### src/dsv_map.svh
/*
 * Register offsets, field positions, reset values and service codes of
 * the device supervisor. Assumes a 32-bit Avalon-MM slave port with byte
 * addresses, every register taking one aligned word.
 */
`ifndef DSV_MAP_SVH
`define DSV_MAP_SVH

// ****************************************************************
// Register byte offsets
// ****************************************************************
`define DSV_OFS_CMD        6'h00
`define DSV_OFS_RESULT     6'h04
`define DSV_OFS_STATE      6'h08
`define DSV_OFS_ENABLE     6'h0c
`define DSV_OFS_EXC_STAT   6'h10
`define DSV_OFS_WDET_COM   6'h14
`define DSV_OFS_WDET_DEVA  6'h18
`define DSV_OFS_WDET_DEVB  6'h1c
`define DSV_OFS_WDET_MFR   6'h20

// ****************************************************************
// Service codes
// ****************************************************************
`define DSV_SVC_RESET      8'h05
`define DSV_SVC_START      8'h06
`define DSV_SVC_STOP       8'h07
`define DSV_SVC_GET        8'h0e
`define DSV_SVC_SET        8'h10
`define DSV_SVC_ABORT      8'h4b
`define DSV_SVC_RECOVER    8'h4c
`define DSV_SVC_DIAG       8'h4e

// ****************************************************************
// Answer status codes
// ****************************************************************
`define DSV_ST_OK          8'h00
`define DSV_ST_NO_SVC      8'h08
`define DSV_ST_BAD_VALUE   8'h09
`define DSV_ST_CONFLICT    8'h0c
`define DSV_ST_NOT_SET     8'h0e
`define DSV_ST_NO_ATTR     8'h14

// ****************************************************************
// Attribute identifiers reachable by get and set
// ****************************************************************
`define DSV_ATTR_STATE     8'h0b
`define DSV_ATTR_EXC_STAT  8'h0c
`define DSV_ATTR_ALARM_EN  8'h0d
`define DSV_ATTR_WARN_EN   8'h0e

// ****************************************************************
// Field positions
// ****************************************************************
`define DSV_EN_ALARM_BIT   0
`define DSV_EN_WARN_BIT    1
`define DSV_EXC_EXPANDED   7
`define DSV_EXC_W_COMMON   4
`define DSV_EXC_W_DEVICE   5
`define DSV_EXC_W_MFR      6
`define DSV_COM_DATA_BIT   4
`define DSV_COM_NVM_BIT    3
`define DSV_COM_CODE_BIT   2
`define DSV_MFR_SERCOM_BIT 0
`define DSV_DET_PRESENT    31
`define DSV_EXT_INVALID    0
`define DSV_EXT_OVER       1
`define DSV_EXT_UNDER      2

// ****************************************************************
// Sizes and reset values
// ****************************************************************
`define DSV_COM_SIZE       8'h02
`define DSV_DEV_SIZE_TWO   8'h05
`define DSV_DEV_SIZE_ONE   8'h03
`define DSV_MFR_SIZE       8'h01
`define DSV_ALARM_EN_RST   1'b1
`define DSV_WARN_EN_RST    1'b1

`endif

### src/dsv_pkg.sv
/*
 * Types shared by the device supervisor files.
 * Assumes dsv_map.svh supplies the numeric constants.
 */
package dsv_pkg;

  typedef enum logic [2:0] {
    DSV_SELFTEST,
    DSV_IDLE,
    DSV_EXECUTING,
    DSV_ABORT,
    DSV_CRIT_FAULT
  } dsv_state_t;

  // Command word as written to the command register
  typedef struct packed {
    logic [7:0] rsvd;
    logic [7:0] value;
    logic [7:0] attr;
    logic [7:0] code;
  } dsv_cmd_t;

  // Raw warning conditions from the surrounding device
  typedef struct packed {
    logic [2:0] mem;
    logic [7:0] s1_ext;
    logic [7:0] s1_w0;
    logic [7:0] s1_w1;
    logic [7:0] s2_w0;
    logic [7:0] s2_w1;
    logic sercom;
  } dsv_warn_t;

endpackage

### src/dsv_gate.sv
/*
 * Enable gate for exception bits: registered copy of the live
 * conditions while enabled, all zero while disabled.
 * Assumes conditions are level signals of the same clock.
 */
`timescale 1ns/10ps
module dsv_gate #(
  parameter int WIDTH = 8
) (
  // Clock and reset
  input wire logic i_clock,
  input wire logic i_rst_n,
  // Conditions and enable
  input wire logic i_enable,
  input wire logic [WIDTH-1:0] i_cond,
  // Gated bits
  output logic [WIDTH-1:0] o_bits
);
  // No latching: bits follow the live condition every enabled cycle
  always_ff @(posedge i_clock or negedge i_rst_n) begin
    if (!i_rst_n) begin
      o_bits <= '0;
    end else if (i_enable) begin
      o_bits <= i_cond;
    end else begin
      o_bits <= '0;
    end
  end
endmodule

### src/dsv_rst_sync.sv
/*
 * Reset release synchroniser.
 * Assumes an asynchronous active-low reset; assertion is immediate,
 * release is delayed two clock edges.
 */
`timescale 1ns/10ps
module dsv_rst_sync (
  // Clock and raw reset
  input wire logic i_clock,
  input wire logic i_rst_n,
  // Synchronised reset
  output logic o_rst_n
);
  logic meta_r;

  always_ff @(posedge i_clock or negedge i_rst_n) begin
    if (!i_rst_n) begin
      meta_r <= 1'b0;
      o_rst_n <= 1'b0;
    end else begin
      meta_r <= 1'b1;
      o_rst_n <= meta_r;
    end
  end
endmodule

### src/dsv_supervisor.sv
/*
 * Device supervisor: state machine driven by supervisor services,
 * warning exception detail assembly and alarm/warning enable gating.
 * Assumes a 32-bit Avalon-MM master with byte addresses, and that the
 * network layer, sensors, self-test and diagnostic engines run on the
 * same clock and present single-cycle event pulses.
 */
// Register access over Avalon-MM and the register addresses were chosen for this implementation.
// Functional notes
// - Common warning detail is two bytes
// - Common byte0 flags data, nonvolatile, code memory
// - Common warning byte one always zero
// - Device warning size five or three bytes
// - Device byte0 is sensor one status extension
// - Device bytes one, two: sensor one warnings
// - Device bytes three, four: sensor two warnings
// - Manufacturer warning one byte, serial comm flag
// - Enable flags gate exception bit setting
// - Clearing an enable clears its bits
// - Exception bits follow live conditions, no latch
// - Both enables reset to one
// - Power-up or reset service enters self-test
// - Diagnostics accepted except critical fault, abort
// - Abort request moves to aborted state
// - Recover moves from abort to idle
// - Get returns, set updates an attribute
// - Start runs, stop places device idle
// - Idle to executing on start or I/O
// - Detail present only with expanded and type bit
// - Status extension: invalid, overrange, underrange bits
// - Abort, recover, diagnostics codes decoded
`timescale 1ns/10ps
`include "dsv_map.svh"
module dsv_supervisor
  import dsv_pkg::*;
#(
  parameter int NUM_SENSORS = 2
) (
  // Clock and reset
  input wire logic i_clock,
  input wire logic i_rst_n,
  // Avalon-MM slave
  input wire logic [5:0] i_avs_address,
  input wire logic i_avs_read,
  input wire logic i_avs_write,
  input wire logic [31:0] i_avs_writedata,
  input wire logic [3:0] i_avs_byteenable,
  output logic [31:0] o_avs_readdata,
  output logic o_avs_waitrequest,
  // Internal events from application objects
  input wire logic i_int_abort,
  input wire logic i_int_recover,
  input wire logic i_io_data_valid,
  input wire logic i_selftest_done,
  input wire logic i_selftest_pass,
  input wire logic i_crit_fault,
  // Live exception conditions
  input wire logic [2:0] i_alarm_cond,
  input wire logic [2:0] i_mem_warn,
  input wire logic [7:0] i_s1_status_ext,
  input wire logic [7:0] i_s1_warn0,
  input wire logic [7:0] i_s1_warn1,
  input wire logic [7:0] i_s2_warn0,
  input wire logic [7:0] i_s2_warn1,
  input wire logic i_serial_comm_warning_flag,
  // Supervisor outputs
  output dsv_state_t o_state,
  output logic o_executing,
  output logic o_selftest_start,
  output logic o_diag_start,
  output logic [7:0] o_diagnostic_test_selector
);

  // ****************************************************************
  // Reset and gating instances
  // ****************************************************************
  localparam int WARN_W = $bits(dsv_warn_t);

  logic rst_n;
  logic alarm_en_r;
  logic warn_en_r;
  logic [2:0] alarm_g;
  dsv_warn_t warn_raw;
  dsv_warn_t warn_g;

  dsv_rst_sync u_rst_sync (
    .i_clock(i_clock),
    .i_rst_n(i_rst_n),
    .o_rst_n(rst_n)
  );

  always_comb begin
    warn_raw.mem = i_mem_warn;
    warn_raw.s1_ext = i_s1_status_ext;
    warn_raw.s1_w0 = i_s1_warn0;
    warn_raw.s1_w1 = i_s1_warn1;
    warn_raw.s2_w0 = (NUM_SENSORS > 1) ? i_s2_warn0 : 8'h00;
    warn_raw.s2_w1 = (NUM_SENSORS > 1) ? i_s2_warn1 : 8'h00;
    warn_raw.sercom = i_serial_comm_warning_flag;
  end

  dsv_gate #(
    .WIDTH(3)
  ) u_alarm_gate (
    .i_clock(i_clock),
    .i_rst_n(rst_n),
    .i_enable(alarm_en_r),
    .i_cond(i_alarm_cond),
    .o_bits(alarm_g)
  );

  // Disabled enable zeroes bits on the next edge
  dsv_gate #(
    .WIDTH(WARN_W)
  ) u_warn_gate (
    .i_clock(i_clock),
    .i_rst_n(rst_n),
    .i_enable(warn_en_r),
    .i_cond(warn_raw),
    .o_bits(warn_g)
  );

  // ****************************************************************
  // Avalon-MM handshake
  // ****************************************************************
  logic ack_r;
  logic req;
  logic acc_wr;
  logic lane0;
  logic svc_fire;
  logic [5:0] word_addr;
  dsv_cmd_t cmd;

  assign req = i_avs_read | i_avs_write;
  // One wait cycle so read data come from a flip-flop
  assign o_avs_waitrequest = req & ~ack_r;
  assign acc_wr = i_avs_write & ack_r;
  assign lane0 = i_avs_byteenable[0];
  assign word_addr = {i_avs_address[5:2], 2'b00};
  assign cmd = dsv_cmd_t'(i_avs_writedata);
  assign svc_fire = acc_wr & lane0 & (word_addr == `DSV_OFS_CMD);

  always_ff @(posedge i_clock or negedge rst_n) begin
    if (!rst_n) begin
      ack_r <= 1'b0;
    end else begin
      ack_r <= req & ~ack_r;
    end
  end

  // ****************************************************************
  // Exception status and warning detail
  // ****************************************************************
  logic [7:0] exc_stat;
  logic [7:0] com_b0;
  logic [7:0] mfr_b0;
  logic [7:0] dev_size;
  logic w_com_on;
  logic w_dev_on;
  logic w_mfr_on;

  always_comb begin
    com_b0 = 8'h00;
    com_b0[`DSV_COM_DATA_BIT] = warn_g.mem[2];
    com_b0[`DSV_COM_NVM_BIT] = warn_g.mem[1];
    com_b0[`DSV_COM_CODE_BIT] = warn_g.mem[0];
    mfr_b0 = 8'h00;
    mfr_b0[`DSV_MFR_SERCOM_BIT] = warn_g.sercom;
  end

  assign dev_size = (NUM_SENSORS > 1) ? `DSV_DEV_SIZE_TWO
                                      : `DSV_DEV_SIZE_ONE;

  always_comb begin
    exc_stat = 8'h00;
    exc_stat[2:0] = alarm_g;
    exc_stat[`DSV_EXC_W_COMMON] = |com_b0;
    exc_stat[`DSV_EXC_W_DEVICE] = |{warn_g.s1_ext, warn_g.s1_w0,
      warn_g.s1_w1, warn_g.s2_w0, warn_g.s2_w1};
    exc_stat[`DSV_EXC_W_MFR] = |mfr_b0;
    exc_stat[`DSV_EXC_EXPANDED] = 1'b1;
  end

  assign w_com_on = exc_stat[`DSV_EXC_EXPANDED] &
                    exc_stat[`DSV_EXC_W_COMMON];
  assign w_dev_on = exc_stat[`DSV_EXC_EXPANDED] &
                    exc_stat[`DSV_EXC_W_DEVICE];
  assign w_mfr_on = exc_stat[`DSV_EXC_EXPANDED] &
                    exc_stat[`DSV_EXC_W_MFR];

  // ****************************************************************
  // Supervisor state machine
  // ****************************************************************
  dsv_state_t state_r;
  dsv_state_t state_nxt;
  logic [7:0] svc_status;
  logic [7:0] get_value;
  logic selftest_go;
  logic diag_go;
  logic set_alarm;
  logic set_warn;

  always_comb begin
    state_nxt = state_r;
    svc_status = `DSV_ST_OK;
    get_value = 8'h00;
    selftest_go = 1'b0;
    diag_go = 1'b0;
    set_alarm = 1'b0;
    set_warn = 1'b0;
    // Application-side events
    case (state_r)
      DSV_SELFTEST: begin
        if (i_selftest_done) begin
          state_nxt = i_selftest_pass ? DSV_IDLE : DSV_CRIT_FAULT;
        end
      end
      DSV_IDLE: begin
        if (i_int_abort) begin
          state_nxt = DSV_ABORT;
        end else if (i_io_data_valid) begin
          state_nxt = DSV_EXECUTING;
        end
      end
      DSV_EXECUTING: begin
        if (i_int_abort) begin
          state_nxt = DSV_ABORT;
        end
      end
      DSV_ABORT: begin
        if (i_int_recover) begin
          state_nxt = DSV_IDLE;
        end
      end
      DSV_CRIT_FAULT: begin
        state_nxt = DSV_CRIT_FAULT;
      end
      default: begin
        state_nxt = DSV_CRIT_FAULT;
      end
    endcase
    // Bus services take precedence over the events above
    if (svc_fire) begin
      case (cmd.code)
        `DSV_SVC_RESET: begin
          if (state_r != DSV_CRIT_FAULT) begin
            state_nxt = DSV_SELFTEST;
            selftest_go = 1'b1;
          end else begin
            svc_status = `DSV_ST_CONFLICT;
          end
        end
        `DSV_SVC_DIAG: begin
          if (state_r != DSV_CRIT_FAULT && state_r != DSV_ABORT) begin
            state_nxt = DSV_SELFTEST;
            diag_go = 1'b1;
          end else begin
            svc_status = `DSV_ST_CONFLICT;
          end
        end
        `DSV_SVC_START: begin
          if (state_r == DSV_IDLE || state_r == DSV_EXECUTING) begin
            state_nxt = DSV_EXECUTING;
          end else begin
            svc_status = `DSV_ST_CONFLICT;
          end
        end
        `DSV_SVC_STOP: begin
          if (state_r == DSV_IDLE || state_r == DSV_EXECUTING) begin
            state_nxt = DSV_IDLE;
          end else begin
            svc_status = `DSV_ST_CONFLICT;
          end
        end
        `DSV_SVC_ABORT: begin
          if (state_r == DSV_IDLE || state_r == DSV_EXECUTING ||
              state_r == DSV_ABORT) begin
            state_nxt = DSV_ABORT;
          end else begin
            svc_status = `DSV_ST_CONFLICT;
          end
        end
        `DSV_SVC_RECOVER: begin
          if (state_r == DSV_ABORT) begin
            state_nxt = DSV_IDLE;
          end else begin
            svc_status = `DSV_ST_CONFLICT;
          end
        end
        `DSV_SVC_GET: begin
          case (cmd.attr)
            `DSV_ATTR_STATE: get_value = {5'h00, state_r};
            `DSV_ATTR_EXC_STAT: get_value = exc_stat;
            `DSV_ATTR_ALARM_EN: get_value = {7'h00, alarm_en_r};
            `DSV_ATTR_WARN_EN: get_value = {7'h00, warn_en_r};
            default: svc_status = `DSV_ST_NO_ATTR;
          endcase
        end
        `DSV_SVC_SET: begin
          case (cmd.attr)
            `DSV_ATTR_ALARM_EN, `DSV_ATTR_WARN_EN: begin
              if (cmd.value[7:1] != 7'h00) begin
                svc_status = `DSV_ST_BAD_VALUE;
              end else begin
                set_alarm = (cmd.attr == `DSV_ATTR_ALARM_EN);
                set_warn = (cmd.attr == `DSV_ATTR_WARN_EN);
              end
            end
            `DSV_ATTR_STATE, `DSV_ATTR_EXC_STAT: begin
              svc_status = `DSV_ST_NOT_SET;
            end
            default: svc_status = `DSV_ST_NO_ATTR;
          endcase
        end
        default: svc_status = `DSV_ST_NO_SVC;
      endcase
    end
    // A detected critical fault overrides every next state chosen above
    if (i_crit_fault) begin
      state_nxt = DSV_CRIT_FAULT;
    end
  end

  // Power-up lands in self-test through the reset value
  always_ff @(posedge i_clock or negedge rst_n) begin
    if (!rst_n) begin
      state_r <= DSV_SELFTEST;
    end else begin
      state_r <= state_nxt;
    end
  end

  // ****************************************************************
  // Enable flags
  // ****************************************************************
  always_ff @(posedge i_clock or negedge rst_n) begin
    if (!rst_n) begin
      alarm_en_r <= `DSV_ALARM_EN_RST;
      warn_en_r <= `DSV_WARN_EN_RST;
    end else if (set_alarm) begin
      alarm_en_r <= cmd.value[0];
    end else if (set_warn) begin
      warn_en_r <= cmd.value[0];
    end else if (acc_wr && lane0 && word_addr == `DSV_OFS_ENABLE) begin
      alarm_en_r <= i_avs_writedata[`DSV_EN_ALARM_BIT];
      warn_en_r <= i_avs_writedata[`DSV_EN_WARN_BIT];
    end
  end

  // ****************************************************************
  // Service answer and start pulses
  // ****************************************************************
  logic [15:0] result_r;
  logic post_rst_r;

  always_ff @(posedge i_clock or negedge rst_n) begin
    if (!rst_n) begin
      result_r <= 16'h0000;
    end else if (svc_fire) begin
      result_r <= {svc_status, get_value};
    end
  end

  // Self-test also starts once after reset release
  always_ff @(posedge i_clock or negedge rst_n) begin
    if (!rst_n) begin
      post_rst_r <= 1'b1;
      o_selftest_start <= 1'b0;
      o_diag_start <= 1'b0;
      o_diagnostic_test_selector <= 8'h00;
    end else begin
      post_rst_r <= 1'b0;
      o_selftest_start <= selftest_go | post_rst_r;
      o_diag_start <= diag_go;
      if (diag_go) begin
        o_diagnostic_test_selector <= cmd.attr;
      end
    end
  end

  // Valid measurements only flow while executing
  always_ff @(posedge i_clock or negedge rst_n) begin
    if (!rst_n) begin
      o_state <= DSV_SELFTEST;
      o_executing <= 1'b0;
    end else begin
      o_state <= state_nxt;
      o_executing <= (state_nxt == DSV_EXECUTING);
    end
  end

  // ****************************************************************
  // Read data
  // ****************************************************************
  logic [31:0] rd_nxt;

  always_comb begin
    rd_nxt = 32'h0000_0000;
    case (word_addr)
      `DSV_OFS_RESULT: rd_nxt = {16'h0000, result_r};
      `DSV_OFS_STATE: rd_nxt = {29'h0000_0000, state_r};
      `DSV_OFS_ENABLE: rd_nxt = {30'h0000_0000, warn_en_r, alarm_en_r};
      `DSV_OFS_EXC_STAT: rd_nxt = {24'h00_0000, exc_stat};
      `DSV_OFS_WDET_COM: begin
        if (w_com_on) begin
          // Second common byte is always zero
          rd_nxt = {8'h80, 8'h00, com_b0, `DSV_COM_SIZE};
        end
      end
      `DSV_OFS_WDET_DEVA: begin
        if (w_dev_on) begin
          rd_nxt = {warn_g.s1_w1, warn_g.s1_w0, warn_g.s1_ext, dev_size};
        end
      end
      `DSV_OFS_WDET_DEVB: begin
        if (w_dev_on) begin
          rd_nxt = {8'h80, 8'h00, warn_g.s2_w1, warn_g.s2_w0};
        end
      end
      `DSV_OFS_WDET_MFR: begin
        if (w_mfr_on) begin
          rd_nxt = {8'h80, 8'h00, mfr_b0, `DSV_MFR_SIZE};
        end
      end
      default: rd_nxt = 32'h0000_0000;
    endcase
  end

  always_ff @(posedge i_clock or negedge rst_n) begin
    if (!rst_n) begin
      o_avs_readdata <= 32'h0000_0000;
    end else if (i_avs_read && !ack_r) begin
      o_avs_readdata <= rd_nxt;
    end
  end

endmodule

### config.mk
export PLATFORM = sky130hd
export DESIGN_NAME = dsv_supervisor
export DESIGN_NICKNAME = d
export VERILOG_FILES = /design/src/dsv_pkg.sv /design/src/dsv_gate.sv /design/src/dsv_rst_sync.sv /design/src/dsv_supervisor.sv
export VERILOG_INCLUDE_DIRS = /design/src /design/src/src
export SDC_FILE = /design/constraint.sdc
export NUM_CORES = 1
export LEC_CHECK = 0
export BUFFER_PORTS_ARGS = -buffer_cell sky130_fd_sc_hd__buf_2
export CAP_MARGIN = 10
export CORE_UTILIZATION = 52
export DETAILED_ROUTE_END_ITERATION = 6
export PLACE_DENSITY = 0.8
export RECOVER_POWER = 50
export SYNTH_ARGS = -nofsm -noshare
export SYNTH_HDL_FRONTEND = slang
export SYNTH_HIERARCHICAL = 1
export SYNTH_SLANG_ARGS = --single-unit
export TNS_END_PERCENT = 1
### constraint.sdc
create_clock -name i_clock -period 4.4 [get_ports i_clock]
set_clock_uncertainty 0.2 [all_clocks]
set_input_delay 0.22 -clock i_clock [delete_from_list [all_inputs] [get_ports i_clock]]
set_output_delay 0.22 -clock i_clock [all_outputs]
set_load 0.05 [all_outputs]
==> PnR_summary.wiki <==
{| class="wikitable"
! Metric !! Value
|-
| Outcome || finished, final reports clean
|-
| Mean Syn Cell Area || 10.8 µm²
|-
| Proportion of synthesized flip-flops having asynchronous set or reset || 100%
|-
| Final Hold Viols || 0
|-
| Period minus WS final || 2.98 ns
|-
| Number of top-level pins || 146
|-
| Crit path required time || 4.45 ns
|-
| Share of the synthesized area in the top cell type || 52.7%
|-
| Worst hold path depth || 4
|-
| Total grt overflow || 0
|-
| Number of fillers in the final layout || 700
|-
| Top Family by Delay on Critical Path || simple AND/OR/NAND/NOR gates
|-
| Largest net degree at the start of global routing || 82
|-
| Routed wire length per instance || 16.9 µm
|-
| Port Buf Inserts || 132
|-
| Ratio of total power to cell area || 309 nW/µm²
|-
| Number of flops mapped to enable cells by yosys || 0
|-
| Number of buffers added by the clock tree synthesis step || 9
|-
| Adder and majority gate portion of the synthesized area || 0%
|-
| Chain of cells forming the critical path || nor4_1 > nand4_1 > nor3_1 > nor4b_2 > a211oi_1 > nand2_1
|-
| Clk pin slew, worst setup/hold paths || 0.10 ns
|-
| Post-synthesis instance area || 5130 µm²
|-
| Worst Max-Slew Pin Slew || 1.19 ns
|-
| Drt drc || 0
|-
| Detailed-placement wirelength estimate || 8.80 mm
|-
| Post-CTS setup buffer count || 0
|-
| Reg area || 2790 µm²
|-
| Critical path capture point type || flip-flop
|-
| Reg-to-reg slack, setup || 1.42 ns
|-
| Largest area contributor in the netlist || dfrtp_1
|-
| Global-route wire length before repair || 21.2 mm
|-
| Die width || 101 µm
|-
| Setup-violating endpoint count in the final report || 0
|-
| Max-Cap Viols || 0
|-
| Critical path buffer and inverter count || 0
|-
| First-pass detailed-route iteration total || 5
|-
| Setup repair after global routing missed its margin || no
|-
| Vias in the first global route || 4419
|-
| CTS sink count || 111
|-
| Number of hold-repair buffers added at the cts stage || 65
|-
| Maximum buffer depth of the clock tree || 2
|-
| Clock tree from TritonCTS || built
|-
| Maximum vdd drop || 0.235 mV
|-
| Final GP Congestion || 0.848
|-
| Initial DRC count || 307
|-
| Sequential-to-total area share from yosys stat || 54.2%
|-
| Leakage power figure || 3.06 nW
|-
| Mux share of post-synthesis cell area || 3.83%
|-
| Worst Hold Margin || 0.0244 ns
|-
| Cell with the largest stage delay on the worst path || nor3_1
|-
| Top area cells in the synthesized netlist || dfrtp_1 (53%), and2_2 (6.4%), a22o_1 (2.9%)
|-
| Chip height || 101 µm
|-
| Insertion delay to the later sink of the worst-skew pair || 0.38 ns
|-
| Biggest cell delay along the critical path || 0.69 ns
|-
| Startpoint types || flip-flop
|-
| Total Routing Usage GR || 27.4%
|-
| Master cell of the clock root buffer || clkbuf_8
|-
| Largest family of logic cells by synthesized area || simple AND/OR/NAND/NOR gates
|-
| Core region area || 9420 µm²
|-
| Total of flip-flops plus latches after synthesis || 111
|-
| Number of H-tree levels || 3
|-
| Worst reg2reg path depth || 6
|-
| Synthesized Nets || 574
|-
| Max Clock Freq || 335 MHz
|-
| Final period utilization || 67.8%
|-
| Total Routed Length || 13.4 mm
|-
| Slew Limit Headroom || 20.5%
|-
| WP depth || 6
|-
| Worst setup slack after placement || 1.50 ns
|-
| Ratio of cells with drive above 1 in the final layout || 26.4%
|-
| Count of antenna diodes in the layout || 0
|-
| Worst path setup slack after routing || 1.42 ns
|-
| Initial standard-cell utilization of the core || 54.5%
|-
| Via count of the routed design || 4410
|-
| Total of cells resized after clock tree synthesis || 0
|-
| Residual antenna-violating net count after detailed routing || 0
|-
| Die Outline Area || 10300 µm²
|-
| Worst path arrival time || 3.03 ns
|-
| Number of standard cells after synthesis || 475
|-
| Unique cell type count in the Yosys netlist || 62
|-
| Type of the most critical hold path || in2reg
|-
| Critical Path Fanout Max || 11
|-
| Number of vias per cell || 5.58
|-
| Synthesis-to-finish area growth || 29.8%
|-
| Critical Setup Path Class || reg2reg
|-
| Net count reported at finish || 757
|-
| Synth warnings || 6
|-
| Number of antenna violations at the first check in global routing || 0
|-
| Multi-input gate area in the final layout || 2200 µm²
|-
| Standard-cell row count || 35
|-
| Most instantiated flip-flop cell in the synthesis netlist || dfrtp_1
|-
| Compound-cell area share of the yosys netlist || 14.8%
|-
| Slew Limit Fails || 0
|-
| Simple-gate area share of the yosys netlist || 23.4%
|-
| Total Neg Setup Slack || 0 ns
|-
| Post-synthesis xor/xnor area fraction || 0.512%
|}
[final cells by class]
| type | instances | area share [%] |
|---|---|---|
| Multi-Input combinational cell | 325 | 33.1 |
| Inverter | 10 | 0.564 |
| Clock inverter | 5 | 0.639 |
| Timing Repair Buffer | 201 | 19.4 |
| Clock buffer | 10 | 2.07 |
| Sequential cell | 111 | 41.8 |
| Tap cell | 129 | 2.42 |
[per-layer routing]
layer / wire, µm / track usage [%]
met1: 5900 / 38.1
met2: 6450 / 42.6
met3: 712 / 5.24
met4: 304 / 10.7
met5: 0 / 0
[registers in the layout, summed over array words and instances, names as in the netlist]
| signal | count |
|---|---|
| u_warn_gate/o_bits | 44 |
| o_avs_readdata | 32 |
| result_r | 12 |
| o_diagnostic_test_selector | 8 |
| o_state | 3 |
| u_alarm_gate/o_bits | 3 |
| ack_r | 1 |
| alarm_en_r | 1 |
| o_diag_start | 1 |
| o_executing | 1 |
| o_selftest_start | 1 |
| post_rst_r | 1 |
| u_rst_sync/meta_r | 1 |
| u_rst_sync/o_rst_n | 1 |
| warn_en_r | 1 |
[cells by family (layout without fill, tap and decap cells)]
logic type / after synthesis / after routing
simple gates: 199 / 199
compound gates: 103 / 103
mux: 18 / 18
flops: 111 / 111
buf+inv: 39 / 226
xor+xnor: 3 / 3
other cells: 2 / 2
[placed cells by master, fill, tap and decap left out, types with 4 or more instances in the layout]
master           n
o21ai_0         20
nand2_1         39
and2_1           5
a22oi_1          9
a222oi_1         4
clkbuf_8        10
a221o_1          7
a22o_1          17
nor2b_1         12
inv_1           10
mux2_2          13
mux2i_1          5
nand4_1          6
a31oi_1          4
a21oi_1         11
nor3_1          10
nand2b_1         7
nor3b_1          6
a32oi_1          4
nor2_1          23
clkbuf_1        44
buf_2           88
dfrtp_1        107
nor4_1          18
or3_1            4
and2_2          44
dlygate4sd3_1   65
[per-stage QoR]
step                cell area [µm²]  utilization (%)  total power [mW]  std cells
CTS                            6700             71.2              2.06        790
global route                   6660             70.7              2.15        791
floorplan                      5130                -              1.34        475
detailed placement             5870             62.4              1.46        710
global placement               5870             62.4              1.44        710
finish                         6660             70.7              2.06        791
[cell usage after synthesis (4+ instances only)]
cell	count
and2_2	44
a31oi_1	4
nand4_1	6
nor4_1	18
a21oi_1	11
a32oi_1	4
nand2_1	39
dfrtp_1	108
nor3_1	10
clkbuf_1	20
nand2b_1	7
mux2i_1	5
a22oi_1	9
and2_1	7
nor2b_1	12
a221o_1	7
buf_2	5
nor3b_1	6
nor2_1	23
mux2_2	13
clkbuf_2	4
or3_1	4
inv_1	10
o21ai_0	20
a22o_1	17
a222oi_1	4
[tightest hold or removal path, stage by stage]
cell and delay [ns]:
buf_2 0.10, nor4b_1 0.05, o32ai_1 0.11, nand2_1 0.07
[where the power goes]
part | switching, mW | internal, mW
clock | 0.349 | 0.226
sequential | 0.0755 | 1.09
combinational | 0.164 | 0.158
total | 0.589 | 1.47
[worst paths after layout]
path	to	from
setup / recovery	o_avs_readdata[31]$_DFFE_PN0P_	u_warn_gate/o_bits[9]$_DFF_PN0_
hold / removal	o_state[2]$_DFF_PN0_	i_selftest_pass
setup reg to reg	o_avs_readdata[31]$_DFFE_PN0P_	u_warn_gate/o_bits[9]$_DFF_PN0_
hold reg to reg	u_rst_sync/o_rst_n$_DFF_PN0_	u_rst_sync/meta_r$_DFF_PN0_
max in group asynchronous	o_avs_readdata[20]$_DFFE_PN0P_	u_rst_sync/o_rst_n$_DFF_PN0_
min in group asynchronous	u_warn_gate/o_bits[42]$_DFF_PN0_	u_rst_sync/o_rst_n$_DFF_PN0_
(Power assumes the default switching activity.)
